--- src/fcfs_pkg.sv ---
// constants, types and timing for the calibration stream host
// assumes a 100 MHz clock and an open-drain two-wire bus with external pull-ups
package fcfs_pkg;
   localparam int CLK_KHZ = 100_000;
   localparam int I2C_KHZ = 100;
   localparam int QTR_CYC = CLK_KHZ / (I2C_KHZ * 4);
   localparam int MS_UNIT = 1;
   localparam int MS_CYC_DEF = CLK_KHZ * MS_UNIT;
   localparam int POLL_GAP_MS = 500;
   localparam int EXIT_WAIT_MS = 250;
   localparam int MAX_BYTES = 96;
   localparam int MAX_RETRY = 3;
   localparam logic [7:0] CH_W = 8'h57;
   localparam logic [7:0] CH_C = 8'h43;
   localparam logic [7:0] CH_X = 8'h58;
   localparam logic [7:0] CH_COLON = 8'h3a;
   localparam logic [7:0] CH_SEMI = 8'h3b;
   localparam logic [7:0] CH_NL = 8'h0a;
   localparam logic [7:0] CH_CR = 8'h0d;
   localparam logic [7:0] CH_SP = 8'h20;
   localparam logic [7:0] CH_TAB = 8'h09;
   localparam logic [7:0] CH_EOT = 8'h04;
   localparam logic [7:0] CH_0 = 8'h30;
   localparam logic [7:0] CH_9 = 8'h39;
   localparam logic [7:0] CH_UA = 8'h41;
   localparam logic [7:0] CH_UF = 8'h46;
   localparam logic [7:0] CH_LA = 8'h61;
   localparam logic [7:0] CH_LF = 8'h66;
   localparam logic [3:0] HEX_ADJ = 4'h9;
   localparam logic [15:0] DEC_BASE = 16'h000a;
   localparam logic [2:0] SEQ_AW = 3'h0;
   localparam logic [2:0] SEQ_REG = 3'h1;
   localparam logic [2:0] SEQ_DW = 3'h2;
   localparam logic [2:0] SEQ_AR = 3'h3;
   localparam logic [2:0] SEQ_DR = 3'h4;
   typedef enum logic [1:0] {CMD_NONE, CMD_W, CMD_C, CMD_X} fcfs_cmd_type;
   typedef enum logic [2:0] {STEP_NONE, STEP_OFFSET, STEP_LEAK, STEP_CURR, STEP_VOLT, STEP_TEMP,
                             STEP_STORE} fcfs_step_type;
   typedef struct packed {
      logic scl_o;
      logic scl_oe_n;
      logic sda_o;
      logic sda_oe_n;
   } fcfs_pins_type;
   typedef struct packed {
      fcfs_cmd_type cmd;
      logic [6:0] addr7;
      logic [7:0] reg_a;
      logic [6:0] cnt;
      logic [15:0] ms;
   } fcfs_row_type;
endpackage

--- src/fcfs_stream_host.sv ---
// text-stream interpreter and two-wire master for gauge calibration and flash streams
// assumes chars arrive on a valid/ready port; control inputs come from logic on clk
`timescale 1ns/1ps
module fcfs_stream_host #(
   parameter int MS_CYC = fcfs_pkg::MS_CYC_DEF
) (
   input wire logic clk,
   input wire logic rst_n,
   input wire logic [7:0] char_data,
   input wire logic char_valid,
   output logic char_ready,
   input wire logic start,
   input wire fcfs_pkg::fcfs_step_type step_sel,
   input wire logic gauge_open,
   input wire logic slow_poll,
   input wire logic exit_wait,
   output logic busy,
   output logic done,
   output logic error,
   output logic restart,
   output logic [3:0] retry_cnt,
   output logic [6:0] cal_done,
   input wire logic scl_i,
   output logic scl_o,
   output logic scl_oe_n,
   input wire logic sda_i,
   output logic sda_o,
   output logic sda_oe_n
);
   import fcfs_pkg::*;

   typedef enum logic [3:0] {ST_IDLE, ST_PARSE, ST_GAP, ST_START, ST_BYTE, ST_STOP, ST_WAIT, ST_FLUSH,
                             ST_EXIT} fcfs_state_type;

   // ***************************************************************
   // pin synchronisers
   // ***************************************************************
   logic scl_m_r, scl_s_r, sda_m_r, sda_s_r;
   always_ff @(posedge clk or negedge rst_n) begin
      if (!rst_n) begin
         scl_m_r <= 1'h1;
         scl_s_r <= 1'h1;
         sda_m_r <= 1'h1;
         sda_s_r <= 1'h1;
      end else begin
         scl_m_r <= scl_i;
         scl_s_r <= scl_m_r;
         sda_m_r <= sda_i;
         sda_s_r <= sda_m_r;
      end
   end

   // ***************************************************************
   // interpreter state
   // ***************************************************************
   fcfs_state_type st_r, st_nxt;
   fcfs_row_type row_r, row_nxt;
   fcfs_pins_type pins_r, pins_nxt;
   fcfs_step_type step_r, step_nxt;
   logic [1:0] line_r, line_nxt, ph_r, ph_nxt;
   logic intok_r, intok_nxt, fail_r, fail_nxt;
   logic ready_r, ready_nxt, busy_r, busy_nxt, done_r, done_nxt;
   logic error_r, error_nxt, restart_r, restart_nxt;
   logic [15:0] acc_r, acc_nxt, ms_left_r, ms_left_nxt, gap_r, gap_nxt;
   logic [6:0] tok_r, tok_nxt, bi_r, bi_nxt, cal_r, cal_nxt;
   logic [16:0] tm_r, tm_nxt, gsub_r, gsub_nxt;
   logic [3:0] bit_r, bit_nxt, retry_r, retry_nxt, nib;
   logic [7:0] sh_r, sh_nxt, ch;
   logic [2:0] seq_r, seq_nxt;
   logic [7:0] mem_r [MAX_BYTES];
   logic mem_we;
   logic [6:0] mem_wa;
   logic [7:0] mem_wd;
   logic is_dec, is_hex, is_ws, tick, last, ok_step, fault, decide, finish, scl_low, sda_low;

   always_comb begin
      ch = char_data;
      is_dec = (ch >= CH_0) && (ch <= CH_9);
      is_hex = is_dec || ((ch >= CH_UA) && (ch <= CH_UF)) || ((ch >= CH_LA) && (ch <= CH_LF));
      is_ws = (ch == CH_SP) || (ch == CH_TAB) || (ch == CH_CR);
      nib = is_dec ? ch[3:0] : 4'(ch[3:0] + HEX_ADJ);
      tick = (tm_r == 17'(QTR_CYC - 1)) && (!pins_r.scl_oe_n || scl_s_r);
      last = (bi_r == 7'(row_r.cnt - 7'h1));
      fault = 1'h0;
      decide = 1'h0;
      finish = 1'h0;
      ok_step = 1'h0;
      st_nxt = st_r;
      row_nxt = row_r;
      step_nxt = step_r;
      line_nxt = line_r;
      ph_nxt = ph_r;
      intok_nxt = intok_r;
      fail_nxt = fail_r;
      busy_nxt = busy_r;
      done_nxt = done_r;
      error_nxt = error_r;
      restart_nxt = 1'h0;
      acc_nxt = acc_r;
      ms_left_nxt = ms_left_r;
      tok_nxt = tok_r;
      bi_nxt = bi_r;
      cal_nxt = cal_r;
      tm_nxt = tm_r;
      bit_nxt = bit_r;
      retry_nxt = retry_r;
      sh_nxt = sh_r;
      seq_nxt = seq_r;
      mem_we = 1'h0;
      mem_wa = row_r.cnt;
      mem_wd = acc_r[7:0];
      // milliseconds since the last gauge read, saturating
      if (gsub_r == 17'(MS_CYC - 1)) begin
         gsub_nxt = 17'h0;
         gap_nxt = (gap_r == 16'hffff) ? gap_r : 16'(gap_r + 16'h1);
      end else begin
         gsub_nxt = 17'(gsub_r + 17'h1);
         gap_nxt = gap_r;
      end
      if (st_r == ST_START || st_r == ST_BYTE || st_r == ST_STOP) begin
         if (tick) begin
            tm_nxt = 17'h0;
            ph_nxt = 2'(ph_r + 2'h1);
         end else if (tm_r != 17'(QTR_CYC - 1)) begin
            tm_nxt = 17'(tm_r + 17'h1);
         end
      end
      case (step_sel)
         STEP_NONE, STEP_OFFSET, STEP_LEAK: ok_step = 1'h1;
         STEP_CURR: ok_step = cal_r[STEP_OFFSET];
         STEP_VOLT: ok_step = cal_r[STEP_CURR];
         STEP_TEMP: ok_step = cal_r[STEP_VOLT];
         STEP_STORE: ok_step = cal_r[STEP_TEMP];
         default: ok_step = 1'h0;
      endcase
      case (st_r)
         ST_IDLE: begin
            if (start) begin
               done_nxt = 1'h0;
               if (gauge_open && ok_step) begin
                  busy_nxt = 1'h1;
                  error_nxt = 1'h0;
                  retry_nxt = 4'h0;
                  step_nxt = step_sel;
                  line_nxt = 2'h0;
                  intok_nxt = 1'h0;
                  fail_nxt = 1'h0;
                  st_nxt = ST_PARSE;
                  if (step_sel == STEP_OFFSET || step_sel == STEP_LEAK) begin
                     cal_nxt = 7'h0;
                  end
               end else begin
                  error_nxt = 1'h1;
               end
            end
         end
         ST_PARSE: begin
            if (char_valid) begin
               case (line_r)
                  2'h0: begin
                     if (ch == CH_SEMI) begin
                        line_nxt = 2'h3;
                     end else if (ch == CH_W || ch == CH_C || ch == CH_X) begin
                        row_nxt.cmd = (ch == CH_W) ? CMD_W : ((ch == CH_C) ? CMD_C : CMD_X);
                        row_nxt.cnt = 7'h0;
                        tok_nxt = 7'h0;
                        line_nxt = 2'h1;
                     end else if (ch == CH_EOT) begin
                        if (exit_wait) begin
                           ms_left_nxt = 16'(EXIT_WAIT_MS);
                           tm_nxt = 17'h0;
                           st_nxt = ST_EXIT;
                        end else begin
                           finish = 1'h1;
                        end
                     end else if (!is_ws && ch != CH_NL) begin
                        fault = 1'h1;
                     end
                  end
                  2'h1: begin
                     if (ch == CH_COLON) begin
                        line_nxt = 2'h2;
                     end else begin
                        fault = 1'h1;
                     end
                  end
                  2'h2: begin
                     if (is_hex && (is_dec || row_r.cmd != CMD_X)) begin
                        intok_nxt = 1'h1;
                        if (!intok_r) begin
                           acc_nxt = {12'h0, nib};
                        end else if (row_r.cmd == CMD_X) begin
                           acc_nxt = 16'(acc_r * DEC_BASE + {12'h0, nib});
                        end else begin
                           acc_nxt = {acc_r[11:0], nib};
                        end
                     end else if (is_ws || ch == CH_NL) begin
                        intok_nxt = 1'h0;
                        if (intok_r) begin
                           tok_nxt = 7'(tok_r + 7'h1);
                           if (row_r.cmd == CMD_X) begin
                              row_nxt.ms = acc_r;
                           end else if (tok_r == 7'h0) begin
                              row_nxt.addr7 = acc_r[7:1];
                           end else if (tok_r == 7'h1) begin
                              row_nxt.reg_a = acc_r[7:0];
                           end else if (row_r.cnt == 7'(MAX_BYTES)) begin
                              fault = 1'h1;
                           end else begin
                              mem_we = 1'h1;
                              row_nxt.cnt = 7'(row_r.cnt + 7'h1);
                           end
                        end
                        if (ch == CH_NL && !fault) begin
                           line_nxt = 2'h0;
                           ph_nxt = 2'h0;
                           tm_nxt = 17'h0;
                           seq_nxt = SEQ_AW;
                           if (row_nxt.cmd == CMD_X) begin
                              ms_left_nxt = row_nxt.ms;
                              st_nxt = ST_WAIT;
                           end else if (tok_nxt < 7'h2) begin
                              fault = 1'h1;
                           end else begin
                              st_nxt = (row_nxt.cmd == CMD_C) ? ST_GAP : ST_START;
                           end
                        end
                     end else begin
                        fault = 1'h1;
                     end
                  end
                  default: begin
                     if (ch == CH_NL) begin
                        line_nxt = 2'h0;
                     end else if (ch == CH_EOT) begin
                        finish = 1'h1;
                     end
                  end
               endcase
               if (fault) begin
                  if (ch == CH_EOT) begin
                     decide = 1'h1;
                  end else begin
                     st_nxt = ST_FLUSH;
                  end
               end
            end
         end
         ST_GAP: begin
            if (!slow_poll || gap_r >= 16'(POLL_GAP_MS)) begin
               gap_nxt = 16'h0;
               gsub_nxt = 17'h0;
               st_nxt = ST_START;
            end
         end
         ST_START: begin
            if (tick && ph_r == 2'h3) begin
               st_nxt = ST_BYTE;
               bit_nxt = 4'h0;
               sh_nxt = {row_r.addr7, (seq_r == SEQ_AR)};
            end
         end
         ST_BYTE: begin
            if (tick && ph_r == 2'h2) begin
               if (bit_r < 4'h8 && seq_r == SEQ_DR) begin
                  sh_nxt = {sh_r[6:0], sda_s_r};
               end else if (bit_r == 4'h8 && seq_r != SEQ_DR && sda_s_r) begin
                  fail_nxt = 1'h1;
               end
            end else if (tick && ph_r == 2'h3) begin
               if (bit_r < 4'h8) begin
                  bit_nxt = 4'(bit_r + 4'h1);
                  if (seq_r != SEQ_DR) begin
                     sh_nxt = {sh_r[6:0], 1'h0};
                  end
               end else begin
                  bit_nxt = 4'h0;
                  if (fail_r) begin
                     st_nxt = ST_STOP;
                  end else begin
                     case (seq_r)
                        SEQ_AW: begin
                           seq_nxt = SEQ_REG;
                           sh_nxt = row_r.reg_a;
                        end
                        SEQ_REG: begin
                           if (row_r.cmd == CMD_C) begin
                              seq_nxt = SEQ_AR;
                              st_nxt = ST_START;
                           end else if (row_r.cnt == 7'h0) begin
                              st_nxt = ST_STOP;
                           end else begin
                              seq_nxt = SEQ_DW;
                              bi_nxt = 7'h0;
                              sh_nxt = mem_r[0];
                           end
                        end
                        SEQ_DW: begin
                           if (last) begin
                              st_nxt = ST_STOP;
                           end else begin
                              bi_nxt = 7'(bi_r + 7'h1);
                              sh_nxt = mem_r[7'(bi_r + 7'h1)];
                           end
                        end
                        SEQ_AR: begin
                           bi_nxt = 7'h0;
                           sh_nxt = 8'hff;
                           if (row_r.cnt == 7'h0) begin
                              st_nxt = ST_STOP;
                           end else begin
                              seq_nxt = SEQ_DR;
                           end
                        end
                        default: begin
                           sh_nxt = 8'hff;
                           bi_nxt = 7'(bi_r + 7'h1);
                           if (sh_r != mem_r[bi_r]) begin
                              fail_nxt = 1'h1;
                              st_nxt = ST_STOP;
                           end else if (last) begin
                              st_nxt = ST_STOP;
                           end
                        end
                     endcase
                  end
               end
            end
         end
         ST_STOP: begin
            if (tick && ph_r == 2'h3) begin
               st_nxt = fail_r ? ST_FLUSH : ST_PARSE;
            end
         end
         ST_WAIT, ST_EXIT: begin
            if (ms_left_r == 16'h0) begin
               if (st_r == ST_EXIT) begin
                  finish = 1'h1;
               end else begin
                  st_nxt = ST_PARSE;
               end
            end else if (tm_r == 17'(MS_CYC - 1)) begin
               tm_nxt = 17'h0;
               ms_left_nxt = 16'(ms_left_r - 16'h1);
            end else begin
               tm_nxt = 17'(tm_r + 17'h1);
            end
         end
         ST_FLUSH: begin
            if (char_valid && ch == CH_EOT) begin
               decide = 1'h1;
            end
         end
         default: st_nxt = ST_IDLE;
      endcase
      if (decide) begin
         fail_nxt = 1'h0;
         line_nxt = 2'h0;
         intok_nxt = 1'h0;
         if (retry_r < 4'(MAX_RETRY)) begin
            retry_nxt = 4'(retry_r + 4'h1);
            restart_nxt = 1'h1;
            st_nxt = ST_PARSE;
         end else begin
            error_nxt = 1'h1;
            busy_nxt = 1'h0;
            st_nxt = ST_IDLE;
         end
      end
      if (finish) begin
         busy_nxt = 1'h0;
         done_nxt = 1'h1;
         st_nxt = ST_IDLE;
         if (step_r != STEP_NONE) begin
            cal_nxt[step_r] = 1'h1;
         end
         if (step_r == STEP_LEAK) begin
            cal_nxt[STEP_OFFSET] = 1'h1;
         end
      end
      // open-drain drive: enable low pulls the line low
      scl_low = 1'h0;
      sda_low = 1'h0;
      case (st_r)
         ST_START: begin
            scl_low = (ph_r == 2'h0) || (ph_r == 2'h3);
            sda_low = (ph_r >= 2'h2);
         end
         ST_BYTE: begin
            scl_low = (ph_r == 2'h0) || (ph_r == 2'h3);
            sda_low = (bit_r < 4'h8) ? (seq_r != SEQ_DR && !sh_r[7]) : (seq_r == SEQ_DR && !last);
         end
         ST_STOP: begin
            scl_low = (ph_r == 2'h0);
            sda_low = (ph_r <= 2'h1);
         end
         default: ;
      endcase
      pins_nxt = '{scl_o: 1'h0, scl_oe_n: !scl_low, sda_o: 1'h0, sda_oe_n: !sda_low};
      ready_nxt = (st_nxt == ST_PARSE) || (st_nxt == ST_FLUSH);
   end

   always_ff @(posedge clk) begin
      if (mem_we) begin
         mem_r[mem_wa] <= mem_wd;
      end
   end

   always_ff @(posedge clk or negedge rst_n) begin
      if (!rst_n) begin
         st_r <= ST_IDLE;
         row_r <= '{cmd: CMD_NONE, addr7: 7'h0, reg_a: 8'h0, cnt: 7'h0, ms: 16'h0};
         pins_r <= '{scl_o: 1'h0, scl_oe_n: 1'h1, sda_o: 1'h0, sda_oe_n: 1'h1};
         step_r <= STEP_NONE;
         line_r <= 2'h0;
         ph_r <= 2'h0;
         intok_r <= 1'h0;
         fail_r <= 1'h0;
         ready_r <= 1'h0;
         busy_r <= 1'h0;
         done_r <= 1'h0;
         error_r <= 1'h0;
         restart_r <= 1'h0;
         acc_r <= 16'h0;
         ms_left_r <= 16'h0;
         gap_r <= 16'hffff;
         tok_r <= 7'h0;
         bi_r <= 7'h0;
         cal_r <= 7'h0;
         tm_r <= 17'h0;
         gsub_r <= 17'h0;
         bit_r <= 4'h0;
         retry_r <= 4'h0;
         sh_r <= 8'hff;
         seq_r <= SEQ_AW;
      end else begin
         st_r <= st_nxt;
         row_r <= row_nxt;
         pins_r <= pins_nxt;
         step_r <= step_nxt;
         line_r <= line_nxt;
         ph_r <= ph_nxt;
         intok_r <= intok_nxt;
         fail_r <= fail_nxt;
         ready_r <= ready_nxt;
         busy_r <= busy_nxt;
         done_r <= done_nxt;
         error_r <= error_nxt;
         restart_r <= restart_nxt;
         acc_r <= acc_nxt;
         ms_left_r <= ms_left_nxt;
         gap_r <= gap_nxt;
         tok_r <= tok_nxt;
         bi_r <= bi_nxt;
         cal_r <= cal_nxt;
         tm_r <= tm_nxt;
         gsub_r <= gsub_nxt;
         bit_r <= bit_nxt;
         retry_r <= retry_nxt;
         sh_r <= sh_nxt;
         seq_r <= seq_nxt;
      end
   end

   assign char_ready = ready_r;
   assign busy = busy_r;
   assign done = done_r;
   assign error = error_r;
   assign restart = restart_r;
   assign retry_cnt = retry_r;
   assign cal_done = cal_r;
   assign scl_o = pins_r.scl_o;
   assign scl_oe_n = pins_r.scl_oe_n;
   assign sda_o = pins_r.sda_o;
   assign sda_oe_n = pins_r.sda_oe_n;
endmodule

--- config.mk ---
export PLATFORM = sky130hd
export DESIGN_NAME = fcfs_stream_host
export DESIGN_NICKNAME = d
export VERILOG_FILES = /design/src/fcfs_pkg.sv /design/src/fcfs_stream_host.sv
export SDC_FILE = /design/constraint.sdc
export NUM_CORES = 2
export LEC_CHECK = 0
export BUFFER_PORTS_ARGS = -buffer_cell sky130_fd_sc_hd__buf_2
export CAP_MARGIN = 10
export CORE_MARGIN = 2
export CORE_UTILIZATION = 55
export DETAILED_ROUTE_END_ITERATION = 10
export HOLD_SLACK_MARGIN = 0.12
export PLACE_DENSITY_LB_ADDON = 0.3
export REMOVE_ABC_BUFFERS = 1
export SLEW_MARGIN = 25
export SYNTH_ARGS = -nofsm -noshare
export SYNTH_HDL_FRONTEND = slang
export SYNTH_SLANG_ARGS = --single-unit
--- constraint.sdc ---
create_clock -name clk -period 6.3 [get_ports clk]
set_clock_uncertainty 0.05 [all_clocks]
set_input_delay 1.26 -clock clk [delete_from_list [all_inputs] [get_ports clk]]
set_output_delay 1.26 -clock clk [all_outputs]
set_load 0.03 [all_outputs]
# ---- Word-level counts from Yosys, hierarchy flattened
# Memory sizes are Yosys's and may differ from the RTL's.
# Cells that the tools add are included.
dict set report totals {
  ramBits 768
  inputBits 20
  memories 1
  wordCells 512
  ff_bits 186
  latchBits 0
  romBits 0
}
dict set report op_classes {
  shift 0
  eq_ne 108
  add_sub_neg 13
  div 0
  magnitude_cmp 14
  bitwise 9
  n_reduce_logical 79
  muxes 253
  mul 1
}
# memory words word_bits read_ports rd_clocked_by_memory_dff write_ports line
set memory_table {}
lappend memory_table {mem_r 96 8 3 0 1 fcfs_stream_host.sv:70} ;# logic [7:0] mem_r [MAX_BYTES];
# op n
set ops {}
lappend ops {{16-bit two-way mux} 18}
lappend ops {{17-bit two-way mux} 16}
lappend ops {{7-bit two-way mux} 23}
lappend ops {{4-bit two-way mux} 39}
lappend ops {{1-bit two-way mux} 84}
lappend ops {{8-bit two-way mux} 10}
lappend ops {{23-bit two-way mux} 3}
lappend ops {{17-bit case mux with 2 select lines} 2}
lappend ops {{16-bit case mux with 2 select lines} 2}
lappend ops {{2-bit inequality test (second input constant)} 22}
lappend ops {{2-bit two-way mux} 20}
lappend ops {{3-bit two-way mux} 13}
lappend ops {{3-bit inequality test (second input constant)} 13}
lappend ops {{17-bit by 1-bit adder with 17-bit output (second input constant)} 2}
lappend ops {{17-bit == test (second input constant)} 2}
lappend ops {{4-bit inequality test (second input constant)} 8}
lappend ops {{4-bit case mux with 8 select lines} 1}
lappend ops {{7-bit case mux with 2 select lines} 2}
lappend ops {{7-bit case mux with 4 select lines} 1}
lappend ops {{9-bit AND reduction} 3}
lappend ops {{13-bit AND reduction} 2}
lappend ops {{8-bit by 4-bit == test with 1-bit output (second input constant)} 3}
lappend ops {{8-bit by 6-bit == test with 1-bit output (second input constant)} 3}
lappend ops {{8-bit by 7-bit == test with 1-bit output (second input constant)} 3}
lappend ops {{83 further kinds} 182}

# ---- Depth between registers and ports, before layout
dict set report depth {
  depth_word 26
  mapped_depth 17
  mapped_depth_nobuf 16
}

# ---- Worst setup path before layout
# Ideal clock, no wire load.
dict set report synth_path {
  kind {register to register}
  start {reg acc_r[1]}
  end {reg acc_r[15]}
  arrival_time_ns 4.445
  t_required_ns 6.156
  stages_incl_launch_ff 15
  path_slack_ns 1.711
  path_buffers 0
  setup_time_ns 0.094
  cell_sequence {dfrtp_1 -> ha_1 -> ha_1 -> inv_1 -> fa_1 -> nor2b_1 -> o21ai_0 -> a21boi_1 -> o21ai_0 -> a21boi_1 -> o21a_1 -> or4_1 -> a311oi_1 -> mux2i_1 -> a211oi_1}
}
dict set report synth_via {
  elab_chain_cells 4
}
# item line
set synth_lines {}
lappend synth_lines {{start: declaration} fcfs_stream_host.sv:64} ;# logic [15:0] acc_r, acc_nxt, ms_left_r, ms_left_nxt, gap_r, gap_nxt;
lappend synth_lines {{start signal: assignment} fcfs_stream_host.sv:450} ;# acc_r <= acc_nxt;
lappend synth_lines {{16-bit by 3-bit multiplier with 15-bit output} fcfs_stream_host.sv:193} ;# acc_nxt = 16'(acc_r * DEC_BASE + {12'h0, nib});
lappend synth_lines {{16-bit by 4-bit adder with 16-bit output} fcfs_stream_host.sv:193}
lappend synth_lines {{16-bit two-way mux} fcfs_stream_host.sv:192} ;# end else if (row_r.cmd == CMD_X) begin
lappend synth_lines {{16-bit two-way mux} fcfs_stream_host.sv:190} ;# if (!intok_r) begin
# No other way between the ends.
# A chain may end at the register's enable or synchronous reset.

# ---- Worst setup path after layout
dict set report layout_path {
  start {reg bi_r[1]}
  end {reg fail_r}
}
dict set report layout_via {
  elab_chain_cells 10
}
# item line
set layout_lines {}
lappend layout_lines {{start: declaration} fcfs_stream_host.sv:65} ;# logic [6:0] tok_r, tok_nxt, bi_r, bi_nxt, cal_r, cal_nxt;
lappend layout_lines {{start signal: assignment} fcfs_stream_host.sv:454} ;# bi_r <= bi_nxt;
lappend layout_lines {{memory 96 x 8 bit} --}
lappend layout_lines {{8-bit inequality test} fcfs_stream_host.sv:318} ;# if (sh_r != mem_r[bi_r]) begin
lappend layout_lines {{1-bit two-way mux} fcfs_stream_host.sv:318}
lappend layout_lines {{1-bit two-way mux} fcfs_stream_host.sv:281} ;# case (seq_r)
lappend layout_lines {{1-bit two-way mux} fcfs_stream_host.sv:278} ;# if (fail_r) begin
lappend layout_lines {{1-bit two-way mux} fcfs_stream_host.sv:271} ;# if (bit_r < 4'h8) begin
lappend layout_lines {{1-bit two-way mux} fcfs_stream_host.sv:270} ;# end else if (tick && ph_r == 2'h3) begin
lappend layout_lines {{1-bit two-way mux} fcfs_stream_host.sv:264} ;# if (tick && ph_r == 2'h2) begin
lappend layout_lines {{1-bit case mux with 2 select lines} fcfs_stream_host.sv:136} ;# case (st_r)
lappend layout_lines {{1-bit two-way mux} fcfs_stream_host.sv:356} ;# if (decide) begin
lappend layout_lines {{end signal: assignment} fcfs_stream_host.sv:444} ;# fail_r <= fail_nxt;
lappend layout_lines {{end: declaration} fcfs_stream_host.sv:61} ;# logic intok_r, intok_nxt, fail_r, fail_nxt;
# No other way between the ends. The select of a mux whose other input is x is not followed.

==> results.cfg <==
[status]
status = complete, no violations

[floorplanning]
rows = 108
floorplan.io_pins = 40
dieArea_sq_um = 90520
die_h_microns = 300.9
floorplan.initialDensity = 0.5570
floorplan.core_area_sq_um = 87020
die_x_microns = 300.9

[finish]
area_growth_syn_to_layout_pct = 9.600
layout.cells.most_common = edfxtp_1
antennaDiodeCount = 0
post_route_cells_drive_above_1_share = 0.2068
fill_cells = 6361
most_used_cells_in_the_layout_excluding_fill_and_tap_cells = 768 x edfxtp_1, 323 x mux4_2, 267 x nand2_1, 246 x mux2i_1, 235 x nor2_1
finalInstanceArea_sq_um = 53120
num-nets-final = 3442

[timing]
final-hold-violation-count = 0
grt_setup_unrepaired = no
timing_worst_slew_pin_value_ns = 1.125
setup_ws_ns = 1.314
finalCritPeriodShare = 0.7914
finalSetupViolCount = 0
clock.fmax_mhz = 200.6
hold_slack_ns = 0.3059
final-max-slew-violation-count = 0
worst_slew_margin_relative_to_its_limit = 0.2471
final_period_minus_worst_setup_slack_ns = 4.986

[power]
p_switching_mw = 3.284
power.total_mw = 14.13
power.sequential.fraction = 0.496
power.share.switching = 0.2323
p_int_mw = 10.85
power_frac_comb = 0.065
p_leak_nw = 15.12
power_frac_clock = 0.438
ir_worst_vdd_mv = 0.2688
pwr_density_cell_nw_per_um2 = 266.1

[detailed_routing]
detail_route.iter0.violations = 4417
dr_wl_met3_microns = 14190
drtPass1Iterations = 6
drt_wl_total_microns = 138500
vias = 32060
m1WireLength_microns = 51520
wl_met2_microns = 65000
wire_per_inst_microns = 30.09
antenna_left = 0
top_layer_used = met4
vias_per_cell = 6.966
remaining_drc_errors = 0

[hold_path]
hold_path_startpoint = scl_m_r
hp-class = flop to flop
hold_path_end = scl_s_r
hold_path_depth = 0

[clock_network]
cts.sinks = 954
cts_buffer_depth = 3
cts.root.buffer_cell = clkbuf_16
worst_skew_pair.late_latency_ns = 0.67
tritoncts = built
cts.reportedPaths.clkPinSlew_ns = 0.06
ctsResizeCount = 0
htreeDepth = 3
cts_inserted_buffers = 97
ctsHoldBuffers = 0
post_cts_buffers = 0

[setup_path]
cp_data_required_time_ns = 6.83
cp_cell_sequence = buf_4 > and2_1 > a22oi_1 > nand3_1 > a211oi_1 > nor4_1 > a22oi_1 > a31o_1 > a41o_1 > o31a_1 > o22ai_1
setup.reg_to_reg.worst_slack_ns = 1.31
critical-path-top-delay-family = simple AND/OR/NAND/NOR gates
crit_path_start_kind = flop
critPathMaxStageDelay_ns = 0.91
r2r-end = fail_r
path_buf_inv = 1
timing_worst_setup_path_type = flop to flop
timing.critical_path.slowest_stage_cell = dfrtp_4
ff2ff_path_depth = 11
critical-path-top-cell-by-count = a22oi_1
crit_path_end_kind = flop
crit_path_max_fanout = 33
reg2reg_from = bi_r[1]
critical_path_arrival_ns = 5.51
path_depth = 11

[logic_synthesis]
synth_seq_area_share = 0.5726
synth-main-ff-cell = edfxtp_1
synth.lib_cells_used.distinct = 91
synth_area_per_cell_sq_um = 14.38
ys_seq_elements = 954
post_synth_inst_count = 3371
yosys_warnings = 0
async_reset_ff_frac = 0.1950
synth-edff-count = 768
mappedNetlistArea_sq_um = 48470

[job]
max-cap-violations = 0

[global_routing]
number_of_global_route_vias_before_repair = 31700
grt_antenna_before_repair = 1
first_pass_grt_wire_length_microns = 206500
grt_start_max_net_pins = 92
globalRouteTotalUtil = 0.3078
overflow_left_after_global_routing = 0

[placed_design]
place.detailed.hpwl_microns = 92090
placed_area_sq_um = 49710
dp_worst_setup_slack_ns = 1.008
gp_congestion = 0.9713
port_buffers = 37
==> metal layers <==
metal	track usage	vias to the layer above
li1	-	13320
met1	0.4183	16360
met2	0.4807	1968
met3	0.05851	416
met4	0.1520	0
met5	0	-
==> synthesized netlist by cell type, drive strengths merged, types with 8 or more instances <==
| cell type | number | area (sq um) |
|---|---|---|
| o211ai | 22 | 165.2 |
| a22oi | 57 | 427.9 |
| mux4 | 326 | 7352 |
| a32oi | 11 | 96.34 |
| a211oi | 38 | 285.3 |
| o21ai | 132 | 660.6 |
| nor2 | 238 | 895.9 |
| nand4 | 39 | 244.0 |
| ha | 50 | 625.6 |
| or3 | 9 | 56.30 |
| buf | 104 | 773.3 |
| or2 | 8 | 50.05 |
| nor3 | 49 | 270.3 |
| nand3 | 84 | 425.4 |
| a31oi | 30 | 187.7 |
| xor2 | 32 | 287.8 |
| nand2b | 16 | 100.1 |
| o22ai | 30 | 187.7 |
| o31ai | 14 | 105.1 |
| nor2b | 40 | 250.2 |
| a21o | 11 | 82.58 |
| nand2 | 267 | 1002 |
| dfstp | 30 | 788.3 |
| inv | 50 | 187.7 |
| mux2 | 51 | 574.3 |
| edfxtp | 768 | 23060 |
| clkbuf | 108 | 406.6 |
| a21oi | 107 | 535.5 |
| xnor2 | 51 | 454.2 |
| and2 | 35 | 219.0 |
| and3 | 26 | 162.7 |
| nor4 | 15 | 93.84 |
| nor3b | 9 | 67.56 |
| a22o | 11 | 96.34 |
| mux2i | 246 | 2462 |
| dfrtp | 156 | 3904 |
| a311oi | 10 | 87.58 |
| or4 | 9 | 67.56 |
==> layout make-up <==
| class | instances | area, sq um | share of cell area |
|---|---|---|---|
| flip-flops and latches | 954 | 27790 | 0.5231 |
| multi-input cells | 2156 | 19430 | 0.3658 |
| clock buffers | 109 | 2515 | 0.04734 |
| well taps | 1155 | 1445 | 0.02720 |
| clock inverters | 68 | 880.8 | 0.01658 |
| repair buffers | 111 | 873.3 | 0.01644 |
| inverters | 50 | 187.7 | 0.003533 |
==> kinds of logic (layout without fill, tap and decap cells) <==
family | after synthesis | after routing | share of synthesized area
muxes | 623 | 623 | 0.2143
buffers and inverters | 262 | 338 | 0.02822
and+or+nand+nor | 866 | 866 | 0.08472
AOI/OAI and AO/OA | 530 | 530 | 0.07099
xor gates and xnor gates | 83 | 83 | 0.01531
other | 1 | 2 | 0.00007737
adders and majority gates | 52 | 52 | 0.01373
DFF | 954 | 954 | 0.5726
==> registers in the layout, indices dropped and copies added, names as in the netlist, 3 cells and up <==
register,count
mem_wa,7
gap_r,16
step_r,3
tm_r,17
seq_r,3
ms_left_r,16
tok_r,7
retry_cnt,4
row_r,33
bit_r,4
st_r,4
sh_r,8
bi_r,7
acc_r,16
mem_r,768
gsub_r,17
cal_done,7
==> worst register-to-register path, cell delays in order (launching register included) <==
cell	delay (ns)
dfrtp_4	0.91
buf_4	0.67
and2_1	0.74
a22oi_1	0.26
nand3_1	0.18
a211oi_1	0.09
nor4_1	0.78
a22oi_1	0.18
a31o_1	0.27
a41o_1	0.31
o31a_1	0.31
o22ai_1	0.15
==> metrics by stage <==
stage	utilization	setup TNS, ns	std cells
floorplan	-	-183.14	3160
global placement	0.5708	0	4425
detailed placement	0.5713	0	4426
CTS	0.6103	0	4603
global route	0.6104	0	4603
finish	0.6104	0	4603
==> power by group through the flow <==
stage,Combinational [mW],Sequential (mW),Clock [mW]
CTS,0.908,7.01,6.23
finish,0.924,7.02,6.19
global route,1.03,7.03,6.46
floorplan,0.580,7.15,0
global placement,0.860,7.13,0
detailed placement,0.902,7.14,0
==> worst max-delay path by stage <==
stage | end | startpoint | slack (ns)
2_1_floorplan | sh_r[0] | bi_r[0] | -11.84
3_3_place_gp | acc_r[15] | char_data[0] | 1.21
3_5_place_dp | acc_r[15] | char_data[0] | 1.01
4_1_cts | st_r[0] | bi_r[0] | 1.44
5_1_grt | st_r[0] | bi_r[0] | 1.09
6_report | fail_r | bi_r[1] | 1.31
Note: power is estimated with default switching activity, not from simulation.
